### src/cop_pkg.sv
package cop_pkg;

  // Primitive word layout.
  localparam int CA_BIT = 15;
  localparam int DIR_BIT = 13;
  localparam logic [5:0] EAA_CODE = 6'h0a;
  localparam logic [7:0] EAA_LOW = 8'h00;
  localparam logic [5:0] IS_CODE = 6'h0f;
  localparam logic [1:0] EAT_CODE = 2'h2;

  // Address category codes of the evaluate-and-transfer-data primitive.
  localparam logic [2:0] CAT_CTRL_ALT = 3'h0;
  localparam logic [2:0] CAT_DATA_ALT = 3'h1;
  localparam logic [2:0] CAT_MEM_ALT = 3'h2;
  localparam logic [2:0] CAT_ALT = 3'h3;
  localparam logic [2:0] CAT_CTRL = 3'h4;
  localparam logic [2:0] CAT_DATA = 3'h5;
  localparam logic [2:0] CAT_MEM = 3'h6;
  localparam logic [2:0] CAT_ANY = 3'h7;

  // Addressing modes of the operation word and the mode-7 register codes.
  localparam logic [2:0] MD_DREG = 3'h0;
  localparam logic [2:0] MD_AREG = 3'h1;
  localparam logic [2:0] MD_IND = 3'h2;
  localparam logic [2:0] MD_POST = 3'h3;
  localparam logic [2:0] MD_PRE = 3'h4;
  localparam logic [2:0] MD_DISP = 3'h5;
  localparam logic [2:0] MD_EXT = 3'h7;
  localparam logic [2:0] XR_ABSW = 3'h0;
  localparam logic [2:0] XR_ABSL = 3'h1;
  localparam logic [2:0] XR_PCD = 3'h2;
  localparam logic [2:0] XR_IMM = 3'h4;
  localparam logic [2:0] SP_REG = 3'h7;

  // Coprocessor interface register selects, sizes and abort value.
  localparam logic [1:0] SEL_OPER = 2'h0;
  localparam logic [1:0] SEL_ADDR = 2'h1;
  localparam logic [1:0] SEL_CTRL = 2'h2;
  localparam logic [2:0] SZ_BYTE = 3'h1;
  localparam logic [2:0] SZ_WORD = 3'h2;
  localparam logic [2:0] SZ_LONG = 3'h4;
  localparam logic [7:0] LEN_BYTE = 8'h01;
  localparam logic [7:0] LEN_WORD = 8'h02;
  localparam logic [7:0] LEN_LONG = 8'h04;
  localparam logic [31:0] ABORT_MASK = 32'h0000_0001;
  localparam logic [31:0] EXT_STEP = 32'h0000_0002;

  // Software register map.
  localparam logic [1:0] SW_SCAN = 2'h0;
  localparam logic [1:0] SW_STAT = 2'h1;

  typedef enum logic [6:0] {
    ST_IDLE = 7'h01,
    ST_EAREG = 7'h02,
    ST_EXT = 7'h04,
    ST_ISTR = 7'h08,
    ST_MEM = 7'h10,
    ST_REGX = 7'h20,
    ST_ONEW = 7'h40
  } cop_state_t;

endpackage : cop_pkg

### src/cop_operand_prims.sv
`timescale 1ns/10ps
module cop_operand_prims
  import cop_pkg::*;
(
  input wire logic i_clk,
  input wire logic i_rst_n,
  input wire logic i_prim_valid,
  input wire logic [15:0] i_prim_word,
  input wire logic i_cond_cat,
  input wire logic [2:0] i_ea_mode,
  input wire logic [2:0] i_ea_reg,
  input wire logic i_if_ack,
  input wire logic [15:0] i_if_data,
  input wire logic i_cir_ack,
  input wire logic [31:0] i_cir_rdata,
  input wire logic i_mem_ack,
  input wire logic [31:0] i_mem_rdata,
  input wire logic [31:0] i_reg_rdata,
  input wire logic [1:0] i_sw_addr,
  input wire logic [31:0] i_sw_wdata,
  input wire logic i_sw_wr,
  input wire logic i_sw_rd,
  output logic o_if_req,
  output logic [31:0] o_if_addr,
  output logic o_cir_wr,
  output logic o_cir_rd,
  output logic [1:0] o_cir_sel,
  output logic [2:0] o_cir_size,
  output logic [31:0] o_cir_wdata,
  output logic o_mem_rd,
  output logic o_mem_wr,
  output logic [31:0] o_mem_addr,
  output logic [2:0] o_mem_size,
  output logic [31:0] o_mem_wdata,
  output logic [3:0] o_reg_idx,
  output logic o_reg_wr,
  output logic [31:0] o_reg_wdata,
  output logic o_busy,
  output logic o_done,
  output logic o_come_again,
  output logic o_proto_viol,
  output logic o_opcode_emul,
  output logic [31:0] o_sw_rdata
);

  typedef struct packed {
    cop_state_t st;
    logic [15:0] prim;
    logic [2:0] mode;
    logic [2:0] rsel;
    logic [7:0] len;
    logic dr;
    logic [31:0] scan;
    logic [31:0] addr;
    logic [15:0] acc;
    logic half;
    logic phase;
    logic [1:0] need;
    logic abort;
    logic if_req;
    logic cir_wr;
    logic cir_rd;
    logic [1:0] cir_sel;
    logic [2:0] cir_size;
    logic [31:0] cir_wdata;
    logic mem_rd;
    logic mem_wr;
    logic [2:0] mem_size;
    logic [31:0] mem_wdata;
    logic [3:0] reg_idx;
    logic reg_wr;
    logic [31:0] reg_wdata;
    logic busy;
    logic done;
    logic pviol;
    logic femul;
    logic last_pv;
    logic last_fe;
    logic [31:0] rdata;
  } cop_regs_t;

  cop_regs_t s;
  cop_regs_t n;

  logic w_is;
  logic w_eaa;
  logic w_eat;
  logic eat;
  logic regd;
  logic imm;
  logic supp;
  logic ctl;
  logic alt;
  logic dat;
  logic mem;
  logic cat_ok;
  logic len_ok;
  logic [2:0] chunk;
  logic [31:0] step;
  logic [31:0] ext_sx;
  logic pend;
  logic addr_ready;

  // Primitive decode and mode classification; index modes are left to software emulation.
  always_comb begin
    w_is = (i_prim_word[13:8] == IS_CODE);
    w_eaa = (i_prim_word[13:8] == EAA_CODE) && (i_prim_word[7:0] == EAA_LOW);
    w_eat = (i_prim_word[12:11] == EAT_CODE);
    eat = (s.prim[12:11] == EAT_CODE);
    regd = (s.mode == MD_DREG) || (s.mode == MD_AREG);
    imm = (s.mode == MD_EXT) && (s.rsel == XR_IMM);
    supp = (s.mode <= MD_DISP) || ((s.mode == MD_EXT) && (s.rsel <= XR_PCD)) || imm;
    ctl = (s.mode == MD_IND) || (s.mode == MD_DISP) || ((s.mode == MD_EXT) && (s.rsel <= XR_PCD));
    alt = (s.mode != MD_EXT) || (s.rsel <= XR_ABSL);
    dat = (s.mode != MD_AREG);
    mem = !regd;
    // Category field picks the allowed class of the operation word's mode.
    case (s.prim[10:8])
      CAT_CTRL_ALT: cat_ok = ctl && alt;
      CAT_DATA_ALT: cat_ok = dat && alt;
      CAT_MEM_ALT: cat_ok = mem && alt;
      CAT_ALT: cat_ok = alt;
      CAT_CTRL: cat_ok = ctl;
      CAT_DATA: cat_ok = dat;
      CAT_MEM: cat_ok = mem;
      default: cat_ok = 1'b1;
    endcase
    len_ok = (s.len == LEN_BYTE) || (s.len == LEN_WORD) || (s.len == LEN_LONG);
    chunk = (s.len >= LEN_LONG) ? SZ_LONG : s.len[2:0];
    // The stack pointer stays word aligned for byte operands.
    if ((s.len == LEN_BYTE) && (s.rsel == SP_REG)) begin
      step = EXT_STEP;
    end else begin
      step = {24'h0, s.len};
    end
    ext_sx = {{16{i_if_data[15]}}, i_if_data};
    pend = s.mem_rd || s.mem_wr || s.cir_rd || s.cir_wr;
  end

  // Next-state logic: one sequence per primitive, handshakes held until acknowledged.
  always_comb begin
    n = s;
    addr_ready = 1'b0;
    n.done = 1'b0;
    n.pviol = 1'b0;
    n.femul = 1'b0;
    n.reg_wr = 1'b0;
    n.rdata = 32'h0;
    if (i_sw_rd && (i_sw_addr == SW_SCAN)) begin
      n.rdata = s.scan;
    end else if (i_sw_rd && (i_sw_addr == SW_STAT)) begin
      n.rdata = {29'h0, s.busy, s.last_fe, s.last_pv};
    end
    // Loading the scan pointer mid-sequence would corrupt the stream, so a write outside idle is dropped.
    if (i_sw_wr && (i_sw_addr == SW_SCAN) && (s.st == ST_IDLE)) begin
      n.scan = i_sw_wdata;
    end
    case (s.st)
      ST_IDLE: begin
        if (i_prim_valid) begin
          n.prim = i_prim_word;
          n.mode = i_ea_mode;
          n.rsel = i_ea_reg;
          n.len = i_prim_word[7:0];
          n.dr = i_prim_word[DIR_BIT];
          n.reg_idx = {i_ea_mode != MD_DREG, i_ea_reg};
          n.half = 1'b0;
          n.phase = 1'b0;
          if (w_is && i_cond_cat && !i_prim_word[CA_BIT]) begin
            n.pviol = 1'b1;
          end else if (w_is && i_prim_word[0]) begin
            n.pviol = 1'b1;
          end else if (w_is && (i_prim_word[7:0] == 8'h00)) begin
            n.done = 1'b1;
          end else if (w_is) begin
            n.st = ST_ISTR;
            n.if_req = 1'b1;
          end else if ((w_eaa || w_eat) && i_cond_cat) begin
            n.pviol = 1'b1;
          end else if (w_eaa || w_eat) begin
            n.st = ST_EAREG;
          end else begin
            n.pviol = 1'b1;
          end
        end
      end
      ST_EAREG: begin
        if (!supp || (!eat && !(ctl && alt)) || (eat && !cat_ok)) begin
          n.st = ST_ONEW;
          n.abort = 1'b1;
          n.cir_wr = 1'b1;
          n.cir_sel = SEL_CTRL;
          n.cir_size = SZ_WORD;
          n.cir_wdata = ABORT_MASK;
        end else if (eat && s.dr && !alt) begin
          n.pviol = 1'b1;
          n.st = ST_IDLE;
        end else if (eat && regd && !len_ok) begin
          n.pviol = 1'b1;
          n.st = ST_IDLE;
        end else if (imm && (s.dr || (s.len[0] && (s.len != LEN_BYTE)))) begin
          n.pviol = 1'b1;
          n.st = ST_IDLE;
        end else if (regd) begin
          n.st = ST_REGX;
        end else if (imm && (s.len == 8'h00)) begin
          n.done = 1'b1;
          n.st = ST_IDLE;
        end else if (imm) begin
          n.st = ST_ISTR;
          n.if_req = 1'b1;
        end else if (s.mode == MD_IND) begin
          n.addr = i_reg_rdata;
          addr_ready = 1'b1;
        end else if (s.mode == MD_POST) begin
          n.addr = i_reg_rdata;
          n.reg_wr = 1'b1;
          n.reg_wdata = i_reg_rdata + step;
          addr_ready = 1'b1;
        end else if (s.mode == MD_PRE) begin
          n.addr = i_reg_rdata - step;
          n.reg_wr = 1'b1;
          n.reg_wdata = i_reg_rdata - step;
          addr_ready = 1'b1;
        end else begin
          n.st = ST_EXT;
          n.if_req = 1'b1;
          n.need = ((s.mode == MD_EXT) && (s.rsel == XR_ABSL)) ? 2'h2 : 2'h1;
        end
      end
      ST_EXT: begin
        if (i_if_ack) begin
          n.scan = s.scan + EXT_STEP;
          n.acc = i_if_data;
          n.need = s.need - 2'h1;
          if (s.need == 2'h1) begin
            n.if_req = 1'b0;
            addr_ready = 1'b1;
            if (s.mode == MD_DISP) begin
              n.addr = i_reg_rdata + ext_sx;
            end else if (s.rsel == XR_ABSW) begin
              n.addr = ext_sx;
            end else if (s.rsel == XR_ABSL) begin
              n.addr = {s.acc, i_if_data};
            end else begin
              n.addr = s.scan + ext_sx;
            end
          end
        end
      end
      ST_ISTR: begin
        if (s.if_req && i_if_ack) begin
          n.scan = s.scan + EXT_STEP;
          n.acc = i_if_data;
          if (s.len == LEN_BYTE) begin
            n.if_req = 1'b0;
            n.cir_wr = 1'b1;
            n.cir_size = SZ_BYTE;
            n.cir_wdata = {24'h0, i_if_data[7:0]};
            n.len = 8'h00;
          end else if (!s.half && (s.len >= LEN_LONG)) begin
            n.half = 1'b1;
          end else begin
            n.if_req = 1'b0;
            n.cir_wr = 1'b1;
            n.half = 1'b0;
            n.cir_size = s.half ? SZ_LONG : SZ_WORD;
            n.cir_wdata = s.half ? {s.acc, i_if_data} : {16'h0, i_if_data};
            n.len = s.len - (s.half ? LEN_LONG : LEN_WORD);
          end
          n.cir_sel = SEL_OPER;
        end else if (s.cir_wr && i_cir_ack) begin
          n.cir_wr = 1'b0;
          if (s.len == 8'h00) begin
            n.done = 1'b1;
            n.st = ST_IDLE;
          end else begin
            n.if_req = 1'b1;
          end
        end
      end
      ST_REGX: begin
        n.cir_sel = SEL_OPER;
        n.cir_size = s.len[2:0];
        if (!s.phase) begin
          n.phase = 1'b1;
          n.cir_wr = !s.dr;
          n.cir_rd = s.dr;
          n.cir_wdata = i_reg_rdata;
        end else if (i_cir_ack) begin
          n.cir_wr = 1'b0;
          n.cir_rd = 1'b0;
          n.reg_wr = s.dr;
          if (s.reg_idx[3] && (s.len == LEN_BYTE)) begin
            n.reg_wdata = {{24{i_cir_rdata[7]}}, i_cir_rdata[7:0]};
          end else if (s.reg_idx[3] && (s.len == LEN_WORD)) begin
            n.reg_wdata = {{16{i_cir_rdata[15]}}, i_cir_rdata[15:0]};
          end else if (s.len == LEN_BYTE) begin
            n.reg_wdata = {i_reg_rdata[31:8], i_cir_rdata[7:0]};
          end else if (s.len == LEN_WORD) begin
            n.reg_wdata = {i_reg_rdata[31:16], i_cir_rdata[15:0]};
          end else begin
            n.reg_wdata = i_cir_rdata;
          end
          n.done = 1'b1;
          n.st = ST_IDLE;
        end
      end
      ST_MEM: begin
        // Each part is read from its source, then written to its sink, ascending.
        n.cir_sel = SEL_OPER;
        if (!pend) begin
          n.cir_rd = s.dr;
          n.mem_rd = !s.dr;
          n.cir_size = chunk;
          n.mem_size = chunk;
        end else if (!s.phase && ((s.mem_rd && i_mem_ack) || (s.cir_rd && i_cir_ack))) begin
          n.mem_rd = 1'b0;
          n.cir_rd = 1'b0;
          n.phase = 1'b1;
          n.mem_wr = s.dr;
          n.cir_wr = !s.dr;
          n.mem_wdata = i_cir_rdata;
          n.cir_wdata = i_mem_rdata;
        end else if (s.phase && ((s.mem_wr && i_mem_ack) || (s.cir_wr && i_cir_ack))) begin
          n.mem_wr = 1'b0;
          n.cir_wr = 1'b0;
          n.phase = 1'b0;
          n.addr = s.addr + {29'h0, chunk};
          n.len = s.len - {5'h0, chunk};
          if (s.len == {5'h0, chunk}) begin
            n.done = 1'b1;
            n.st = ST_IDLE;
          end
        end
      end
      ST_ONEW: begin
        if (i_cir_ack) begin
          n.cir_wr = 1'b0;
          n.femul = s.abort;
          n.done = !s.abort;
          n.abort = 1'b0;
          n.st = ST_IDLE;
        end
      end
      default: begin
        n.st = ST_IDLE;
      end
    endcase
    // A finished address goes to the address register, ends a zero-length move, or starts the data move.
    if (addr_ready && !eat) begin
      n.st = ST_ONEW;
      n.cir_wr = 1'b1;
      n.cir_sel = SEL_ADDR;
      n.cir_size = SZ_LONG;
      n.cir_wdata = n.addr;
    end else if (addr_ready && (s.len == 8'h00)) begin
      n.done = 1'b1;
      n.st = ST_IDLE;
    end else if (addr_ready) begin
      n.st = ST_MEM;
      n.phase = 1'b0;
    end
    if (n.pviol || n.femul) begin
      n.last_pv = n.pviol;
      n.last_fe = n.femul;
    end
    n.busy = (n.st != ST_IDLE);
  end

  // State register.
  always_ff @(posedge i_clk or negedge i_rst_n) begin
    if (!i_rst_n) begin
      s <= '0;
      s.st <= ST_IDLE;
    end else begin
      s <= n;
    end
  end

  assign o_if_req = s.if_req;
  assign o_if_addr = s.scan;
  assign o_cir_wr = s.cir_wr;
  assign o_cir_rd = s.cir_rd;
  assign o_cir_sel = s.cir_sel;
  assign o_cir_size = s.cir_size;
  assign o_cir_wdata = s.cir_wdata;
  assign o_mem_rd = s.mem_rd;
  assign o_mem_wr = s.mem_wr;
  assign o_mem_addr = s.addr;
  assign o_mem_size = s.mem_size;
  assign o_mem_wdata = s.mem_wdata;
  assign o_reg_idx = s.reg_idx;
  assign o_reg_wr = s.reg_wr;
  assign o_reg_wdata = s.reg_wdata;
  assign o_busy = s.busy;
  assign o_done = s.done;
  assign o_come_again = s.prim[CA_BIT];
  assign o_proto_viol = s.pviol;
  assign o_opcode_emul = s.femul;
  assign o_sw_rdata = s.rdata;
endmodule : cop_operand_prims

### config.mk
export PLATFORM = sky130hd
export DESIGN_NAME = cop_operand_prims
export DESIGN_NICKNAME = d
export VERILOG_FILES = /design/src/cop_pkg.sv /design/src/cop_operand_prims.sv
export SDC_FILE = /design/constraint.sdc
export NUM_CORES = 1
export LEC_CHECK = 0
export BUFFER_PORTS_ARGS = -buffer_cell sky130_fd_sc_hd__buf_2
export CAP_MARGIN = 20
export CORE_MARGIN = 2
export CORE_UTILIZATION = 55
export CTS_CLUSTER_DIAMETER = 120
export DETAILED_ROUTE_END_ITERATION = 8
export GPL_ROUTABILITY_DRIVEN = 0
export PLACE_DENSITY_LB_ADDON = 0.1
export SYNTH_ARGS = -nofsm -noshare
export SYNTH_HDL_FRONTEND = slang
export SYNTH_SLANG_ARGS = --single-unit
### constraint.sdc
create_clock -name i_clk -period 6.3 [get_ports i_clk]
set_clock_uncertainty 0.1 [all_clocks]
set_input_delay 1.26 -clock i_clk [delete_from_list [all_inputs] [get_ports i_clk]]
set_output_delay 1.26 -clock i_clk [all_outputs]
set_load 0.01 [all_outputs]
Word level (Yosys, flattened, before mapping):

Cells that the tools add are included.

* flip-flop bits (word level): 275
* bits in latches: 0
* memory bits (writable): 0
* memory bits (read-only): 0
* memories: 0

* add/sub/neg operators: 9
* multipliers: 0
* div/mod/pow operators: 0
* $lt $le $gt $ge: 4
* equality and inequality tests: 85
* shifts and indexed selects: 0
* multiplexer cells: 206
* bitwise logic cells: 1
* reductions and logical operators: 103

Operators with widths (count)
* $mux W32: 27
* $mux W33: 13
* $mux W7: 28
* $pmux W37 S4: 1
* $mux W37: 3
* $add A32 B32 Y32: 3
* $pmux W32 S3: 1
* $mux W80: 1
* $mux W1: 79
* $mux W35: 2
* $pmux W33 S2: 1
* $pmux W32 S2: 1
* $mux W8: 7
* $ne A2 B2 Y1 const B: 26
* $ne A3 B3 Y1 const B: 17
* $pmux W7 S7: 1
* $mux W2: 21
* $logic_and A1 B1 Y1: 38
* $mux W38: 1
* $add A32 B2 Y32 const B: 1
* $add A32 B3 Y32: 1
* $pmux W16 S2: 1
* $sub A32 B32 Y32: 1
* $eq A3 B3 Y1 const B: 8
* other kinds (57): 125

Longest topological paths before layout:

Gate-level depths: netlist of the first run.

* depth after elaboration: 16
* gate-level depth with buffers: 21

Worst setup path before layout of the first run:

Ideal clock, no wire load.

* path type: flip-flop to flip-flop
* from: register s[244] in the netlist's numbering
* to: register s (netlist bit o_cir_wdata[16])
* arrival: 4.472 ns
* data required time: 6.074 ns
* setup slack: 1.601 ns
* stages on the path, launching flop included: 18
* buffers on the path: 2
* path through: dfrtp_1 -> clkbuf_1 -> or3_1 -> nor2_1 -> clkbuf_1 -> nand2_1 -> o21ai_0 -> inv_1 -> fa_1 -> a21o_1 -> a21oi_2 -> o31ai_1 -> or4b_1 -> or3_1 -> o221ai_1 -> o221ai_1 -> a221o_1 -> a221o_1

RTL lines
* start, declared: line cop_operand_prims.sv:82 `cop_regs_t s;`
* start signal, assigned: line cop_operand_prims.sv:377 `s <= n;`

==> run metrics, run 1 <==
status=finished, final reports clean; die extent in y=just over 200 um; Root Buffer=clkbuf_16; Synth area leaders=dfrtp_1 29%, nand2_1 7.2%, buf_4 6.9%, o21ai_0 5.4%, a21oi_1 5.2%; Crit-path slowest cell=a221oi_1; H-tree depth=1; wire per inst=~24 um; Post-synth ARST share=1.00; Final ANT Viol Nets=0; crit path launch type=flip-flop; initial core utilization=0.553; Reg clk slew, reported paths=0.06 ns; critical path required time=about 6.6 ns; synthesized area=between 0.02 and 0.025 mm2; Final min period=about 5.6 ns; vias per inst=approximately 6.6; PostCTS Resize Cnt=0; TritonCTS clock tree=built; worst path buffer plus inverter count=1; hold slack=0.376 ns; DRC Markers=0; Most Frequent Cell on Critical Path=a21oi_1; Worst EP arrival=5.93 ns; P_leak=0.0112 uW; post-synthesis area per instance=just under 8 um2; die footprint=~0.042 mm2; EDFF count, synth=0; largest net degree at the start of global routing=134; Pre-antenna DRT Iters=9; Pwr Density=around 240 mW/mm2; unrepaired setup endpoints after global routing=false; kind of critical path=reg2reg; io pins=between 300 and 400; cell taking the most area after synthesis=dfrtp_1; post-synthesis sequential area ratio=0.292; register area=roughly 0.0066 mm2; Slew @ Worst Pin=between 1 and 1.5 ns; post-synthesis net count=around 3200; Die W=a little over 200 um; prevailing post-synth register cell=dfrtp_1; cell family with most CP delay=compound AO/OA/AOI/OAI gates; Syn Inst Count=around 2900; Max Root-Sink Buffers=3; Initial DRC Count=~2500; row cnt=74; # setup viols final=0; share of layout cells above drive strength 1=0.187; final count of hold timing violations=0; final total power=around 5700 uW; CTS Sinks=about 260; VDD IR max=roughly 0.22 mV; CP Capture Type=flip-flop; final wirelength=~84 mm; multi-input logic area=between 0.01 and 0.015 mm2; crit-path max cell delay=~0.74 ns; Seq cells post-synth=approximately 260; final net count=roughly 3300; max_slew headroom=0.293; first-pass GRT wire length=about 120 mm; grt ovf=0; max-slew violations=0; Yosys top cell area share=0.291; Fillers=3761; Netlist cell types=96; Final Util=0.597; DR vias=between 20000 and 25000; Yosys Warn Count=0; initial antenna violation count=6; HP Class=reg2reg; ordered cell list for the critical path=or3_1, nor2_1, inv_1, o31a_1, ha_1, or2_2, a21oi_1, o211ai_1, nand4_1, nand2_1, o2bb2ai_1, a2bb2oi_1, a311o_1, a221oi_1, a21oi_1; latest clock arrival within the worst-skew pair=about 0.60 ns; CTS Hold Bufs=0; vias in the first global route=around 21000; GRT Resource Usage Total=0.381; CP Max Fanout=14; core area=0.0406 mm2; FMAX=between 0.15 and 0.2 GHz; Setup Buffers After CTS=0; CTS buffer count=31; detailed placement HPWL=~63 mm; P&R area growth vs syn=7.78%; port bufs=a little under 400; Setup TNS=0 ns; period utilization=0.888; Max Cap Viol=0
==> metal layers <==
metal  vias to the layer above  part of all wire  global-route usage
met4                         2             0.061               0.199
met1                     10946              0.39               0.514
met5                         -           0.00011                   0
li1                      10497                 -                   -
met3                       304              0.12              0.0817
met2                      1539              0.43               0.571
==> kinds of logic (layout without fill, tap and decap cells) <==
family / count (synthesis) / in the layout / synth area share
flops: 262 / 262 / 0.292
simple gates: 1041 / 1041 / 0.219
xor+xnor: 83 / 83 / 0.0324
fa+ha+maj: 94 / 94 / 0.0544
compound gates: 922 / 922 / 0.266
buf+inv: 452 / 550 / 0.112
mux: 48 / 48 / 0.0234
other cells: 1 / 6 / 0.000167
==> sequential cells by signal, indices dropped and copies added (netlist names) <==
register	flops
o_busy	1
o_mem_size	3
o_cir_size	3
o_mem_rd	1
o_done	1
o_cir_wdata	32
o_reg_idx	2
o_cir_wr	1
o_cir_sel	2
o_come_again	1
o_opcode_emul	1
o_reg_wdata	32
o_sw_rdata	32
o_if_req	1
o_mem_wr	1
s	49
o_proto_viol	1
o_if_addr	32
o_reg_wr	1
o_mem_addr	32
o_mem_wdata	32
o_cir_rd	1
==> metrics by stage <==
step	setup slack, ns	area [um2]	cells
after detailed placement	0.891	23200	3479
after floorplan	1.60	22400	2903
after global placement	0.989	23200	3478
after global routing	0.399	24200	3536
after CTS	0.841	24200	3533
final	0.708	24200	3538
==> worst register-to-register path, delay by kind of cell, from the launching register on <==
| kind | cells | cell delay, ns |
|---|---|---|
| compound gates | 8 | 2.61 |
| fa+ha+maj | 1 | 0.22 |
| buf+inv | 1 | 0.33 |
| flops | 1 | 0.56 |
| simple gates | 5 | 1.60 |
==> layout make-up <==
class / count / area share
Clock buffer: 49 / 0.0390
Inverter: 64 / 0.00993
Antenna cell: 5 / 0.000517
Sequential cell: 262 / 0.271
Clock inverter: 5 / 0.00248
Timing Repair Buffer: 432 / 0.0946
Multi-Input combinational cell: 2189 / 0.555
Tap cell: 532 / 0.0275
==> synth_stat cells, types with 46 or more instances <==
library cell and count:
clkbuf_1 147, buf_4 207, nor3_1 73, nand2_1 428
xnor2_1 46, inv_1 63, a31oi_1 48, dfrtp_1 261
nor2_1 199, o21ai_0 240, nand3_1 77, ha_1 88
a21oi_1 235
==> where the power goes <==
part / leakage, uW / internal [uW] / switching, uW
sequential: 0.00344 / 1810 / 209
clock: 0.000490 / 1050 / 749
combinational: 0.00731 / 685 / 1180
==> path summary, 6_finish.rpt <==
| check | slack [ns] | end | cells past startpoint | start |
|---|---|---|---|---|
| hold reg to reg | 0.38 | o_come_again | 2 | o_come_again |
| max in group asynchronous | 4.32 | o_cir_wdata[26] | 2 | i_rst_n |
| min in group asynchronous | 0.54 | o_mem_wdata[1] | 1 | i_rst_n |
| hold / removal | 0.38 | o_come_again | 2 | o_come_again |
| setup reg to reg | 0.71 | o_cir_wdata[15] | 15 | s[240] |
| setup / recovery | 0.71 | o_cir_wdata[15] | 15 | s[240] |
==> layout by cell type (no fill, tap or decap), types with 20 or more instances in the layout <==
| cell type | synthesis | layout |
|---|---|---|
| xnor2_1 | 46 | 46 |
| nor3_1 | 73 | 71 |
| nand2_1 | 428 | 428 |
| a22o_1 | 23 | 23 |
| mux2_2 | 35 | 35 |
| nor2_1 | 199 | 198 |
| inv_1 | 63 | 63 |
| o21ai_0 | 240 | 240 |
| clkbuf_16 | 0 | 31 |
| a21oi_1 | 235 | 235 |
| a211oi_1 | 33 | 33 |
| a22oi_1 | 29 | 29 |
| nand4_1 | 21 | 21 |
| dfrtp_1 | 261 | 261 |
| nor4_1 | 32 | 32 |
| ha_1 | 88 | 88 |
| nand3_1 | 77 | 77 |
| a31oi_1 | 48 | 48 |
| a221oi_1 | 30 | 30 |
| o211ai_1 | 38 | 38 |
| buf_2 | 19 | 389 |
| nand2b_1 | 25 | 25 |
| a21o_1 | 39 | 39 |
| o21a_1 | 20 | 20 |
| and3_1 | 38 | 38 |
| or3_1 | 23 | 23 |
| xor2_1 | 37 | 37 |
| buf_4 | 207 | 41 |
| and2_1 | 42 | 41 |
Power figures use the tool's default switching activity.
==> run 2, diff against run 1 <==
Settings changed: MAX_ROUTING_LAYER set to met4, SKIP_CTS_REPAIR_TIMING set to 1.
==> run 2 against run 1 <==
Net effect:
- setup slack gained 0.043 ns
- clock power is essentially flat
- wire length is essentially flat
- final cell count is the same
- non-clock buffer count is the same
- critical path depth is the same
- design area is the same
- first-iteration DRC count grew 5.1%
- sequential cell count is the same
- critical endpoint is now o_cir_wdata[19]
==> run metrics, run 2 (synthesis gave the netlist of run 1 again) <==
status=finished, final reports clean; period utilization=0.881; Slew @ Worst Pin=around 1.1 ns; die extent in y=between 200 and 250 um; H-tree depth=1; Gate power share=0.329; kind of critical path=reg2reg; wire per inst=23.6 um; FMAX=~0.18 GHz; largest net degree at the start of global routing=~130; # setup viols final=0; sequential share of power=0.355; max-slew violations=0; Setup TNS=0 ns; cell family with most CP delay=simple AND/OR/NAND/NOR gates; row cnt=between 70 and 80; Fillers=around 3800; Worst EP arrival=5.87 ns; Reg clk slew, reported paths=0.06 ns; DR vias=23268; port bufs=390; Reg with most FFs=s; initial antenna violation count=5; GRT Resource Usage Total=0.392; Switching Share=0.376; worst path buffer plus inverter count=1; most used cells in the layout excluding fill and tap cells=428 x nand2_1, 389 x buf_2, 261 x dfrtp_1; final non-filler cell total=~3500; TritonCTS clock tree=built; latest clock arrival within the worst-skew pair=0.60 ns; Clock Power Share=0.316; vias per inst=~6.6; Final min period=5.55 ns; vias in the first global route=around 21000; Initial DRC Count=approximately 2600; hold slack=between 0.3 and 0.4 ns; CP Capture Type=flip-flop; VDD IR max=about 0.22 mV; critical path required time=roughly 6.6 ns; io pins=around 390; final net count=roughly 3300; register area=0.00656 mm2; initial core utilization=0.553; R2R setup slack=0.75 ns; max reg flops=49; core area=around 0.041 mm2; multi-input logic area=0.0134 mm2; Net Switching=roughly 2100 uW; Crit path depth=15; P_leak=approximately 0.011 uW; Pre-antenna DRT Iters=7; Max Root-Sink Buffers=3; crit-path max cell delay=about 0.63 ns; max_slew headroom=0.275; CTS buffer count=31; Root Buffer=clkbuf_16; Die W=~210 um; reg2reg path depth=15; Setup WS pre-CTS=0.891 ns; grt ovf=0; unrepaired setup endpoints after global routing=false; die footprint=between 0.04 and 0.05 mm2; Crit-path slowest cell=nor4_1; final total power=~5700 uW; first-pass GRT wire length=125 mm; share of layout cells above drive strength 1=0.187; crit path launch type=flip-flop; Final ANT Viol Nets=0; commonest non-fill, non-tap cell in the layout=nand2_1; DRC Markers=0; hold path cells=2; CP Max Fanout=14; final count of hold timing violations=0; HP Class=reg2reg; P&R area growth vs syn=7.78%; Final WS setup=~0.75 ns; Pwr Density=235 mW/mm2; ordered cell list for the critical path=or3_1, nor2_1, inv_1, o31a_1, ha_1, or2_2, a21oi_1, o211ai_1, nand2_1, nand2_1, a21oi_1, a211oi_1, a211o_1, nor4_1, o21ai_0; CTS Sinks=262; Max Cap Viol=0; final wirelength=between 80 and 90 mm; P_int=around 3500 uW; placed insts=around 3500; detailed placement HPWL=63.1 mm
[run 2: layer usage]
metal | vias up | part of all wire | global-route usage
met5 | - | 0 | -
met4 | 0 | 0.056 | 0.192
met3 | 278 | 0.11 | 0.0722
met2 | 1476 | 0.43 | 0.574
met1 | 11019 | 0.40 | 0.520
li1 | 10495 | - | -
[run 2: layout make-up]
type / instances / share of cell area
flip-flops and latches: 262 / 0.271
inverters: 64 / 0.00993
well taps: 532 / 0.0275
clock buffers: 49 / 0.0390
diodes: 5 / 0.000517
multi-input cells: 2189 / 0.555
clock inverters: 5 / 0.00248
repair buffers: 432 / 0.0946
[run 2: worst reg2reg max path, delay by kind of cell (launching register included)]
family,cells,cell delay [ns]
simple gates,6,2.29
compound gates,7,1.87
flops,1,0.56
buf+inv,1,0.33
fa+ha+maj,1,0.22
[run 2: final timing paths]
| kind | startpoint | end |
|---|---|---|
| min in group asynchronous | i_rst_n | o_mem_wdata[1] |
| min | o_come_again | o_come_again |
| max reg2reg | s[240] | o_cir_wdata[19] |
| max in group asynchronous | i_rst_n | o_if_addr[28] |
| min reg2reg | o_come_again | o_come_again |
| max | s[240] | o_cir_wdata[19] |
[run 2: power by group through the flow]
stage | Sequential, uW | Clock (uW) | Combinational (uW)
2_1_floorplan | 1950 | 0 | 1370
3_3_place_gp | 2030 | 0 | 1770
3_5_place_dp | 2040 | 0 | 1810
4_1_cts | 2010 | 1810 | 1820
5_1_grt | 2040 | 1870 | 2030
6_report | 2020 | 1800 | 1870
[run 2: through the flow]
| step | utilization | area (um2) |
|---|---|---|
| floorplan | - | 22400 |
| global placement | 0.571 | 23200 |
| detailed placement | 0.571 | 23200 |
| CTS | 0.596 | 24200 |
| global route | 0.597 | 24200 |
| finish | 0.597 | 24200 |
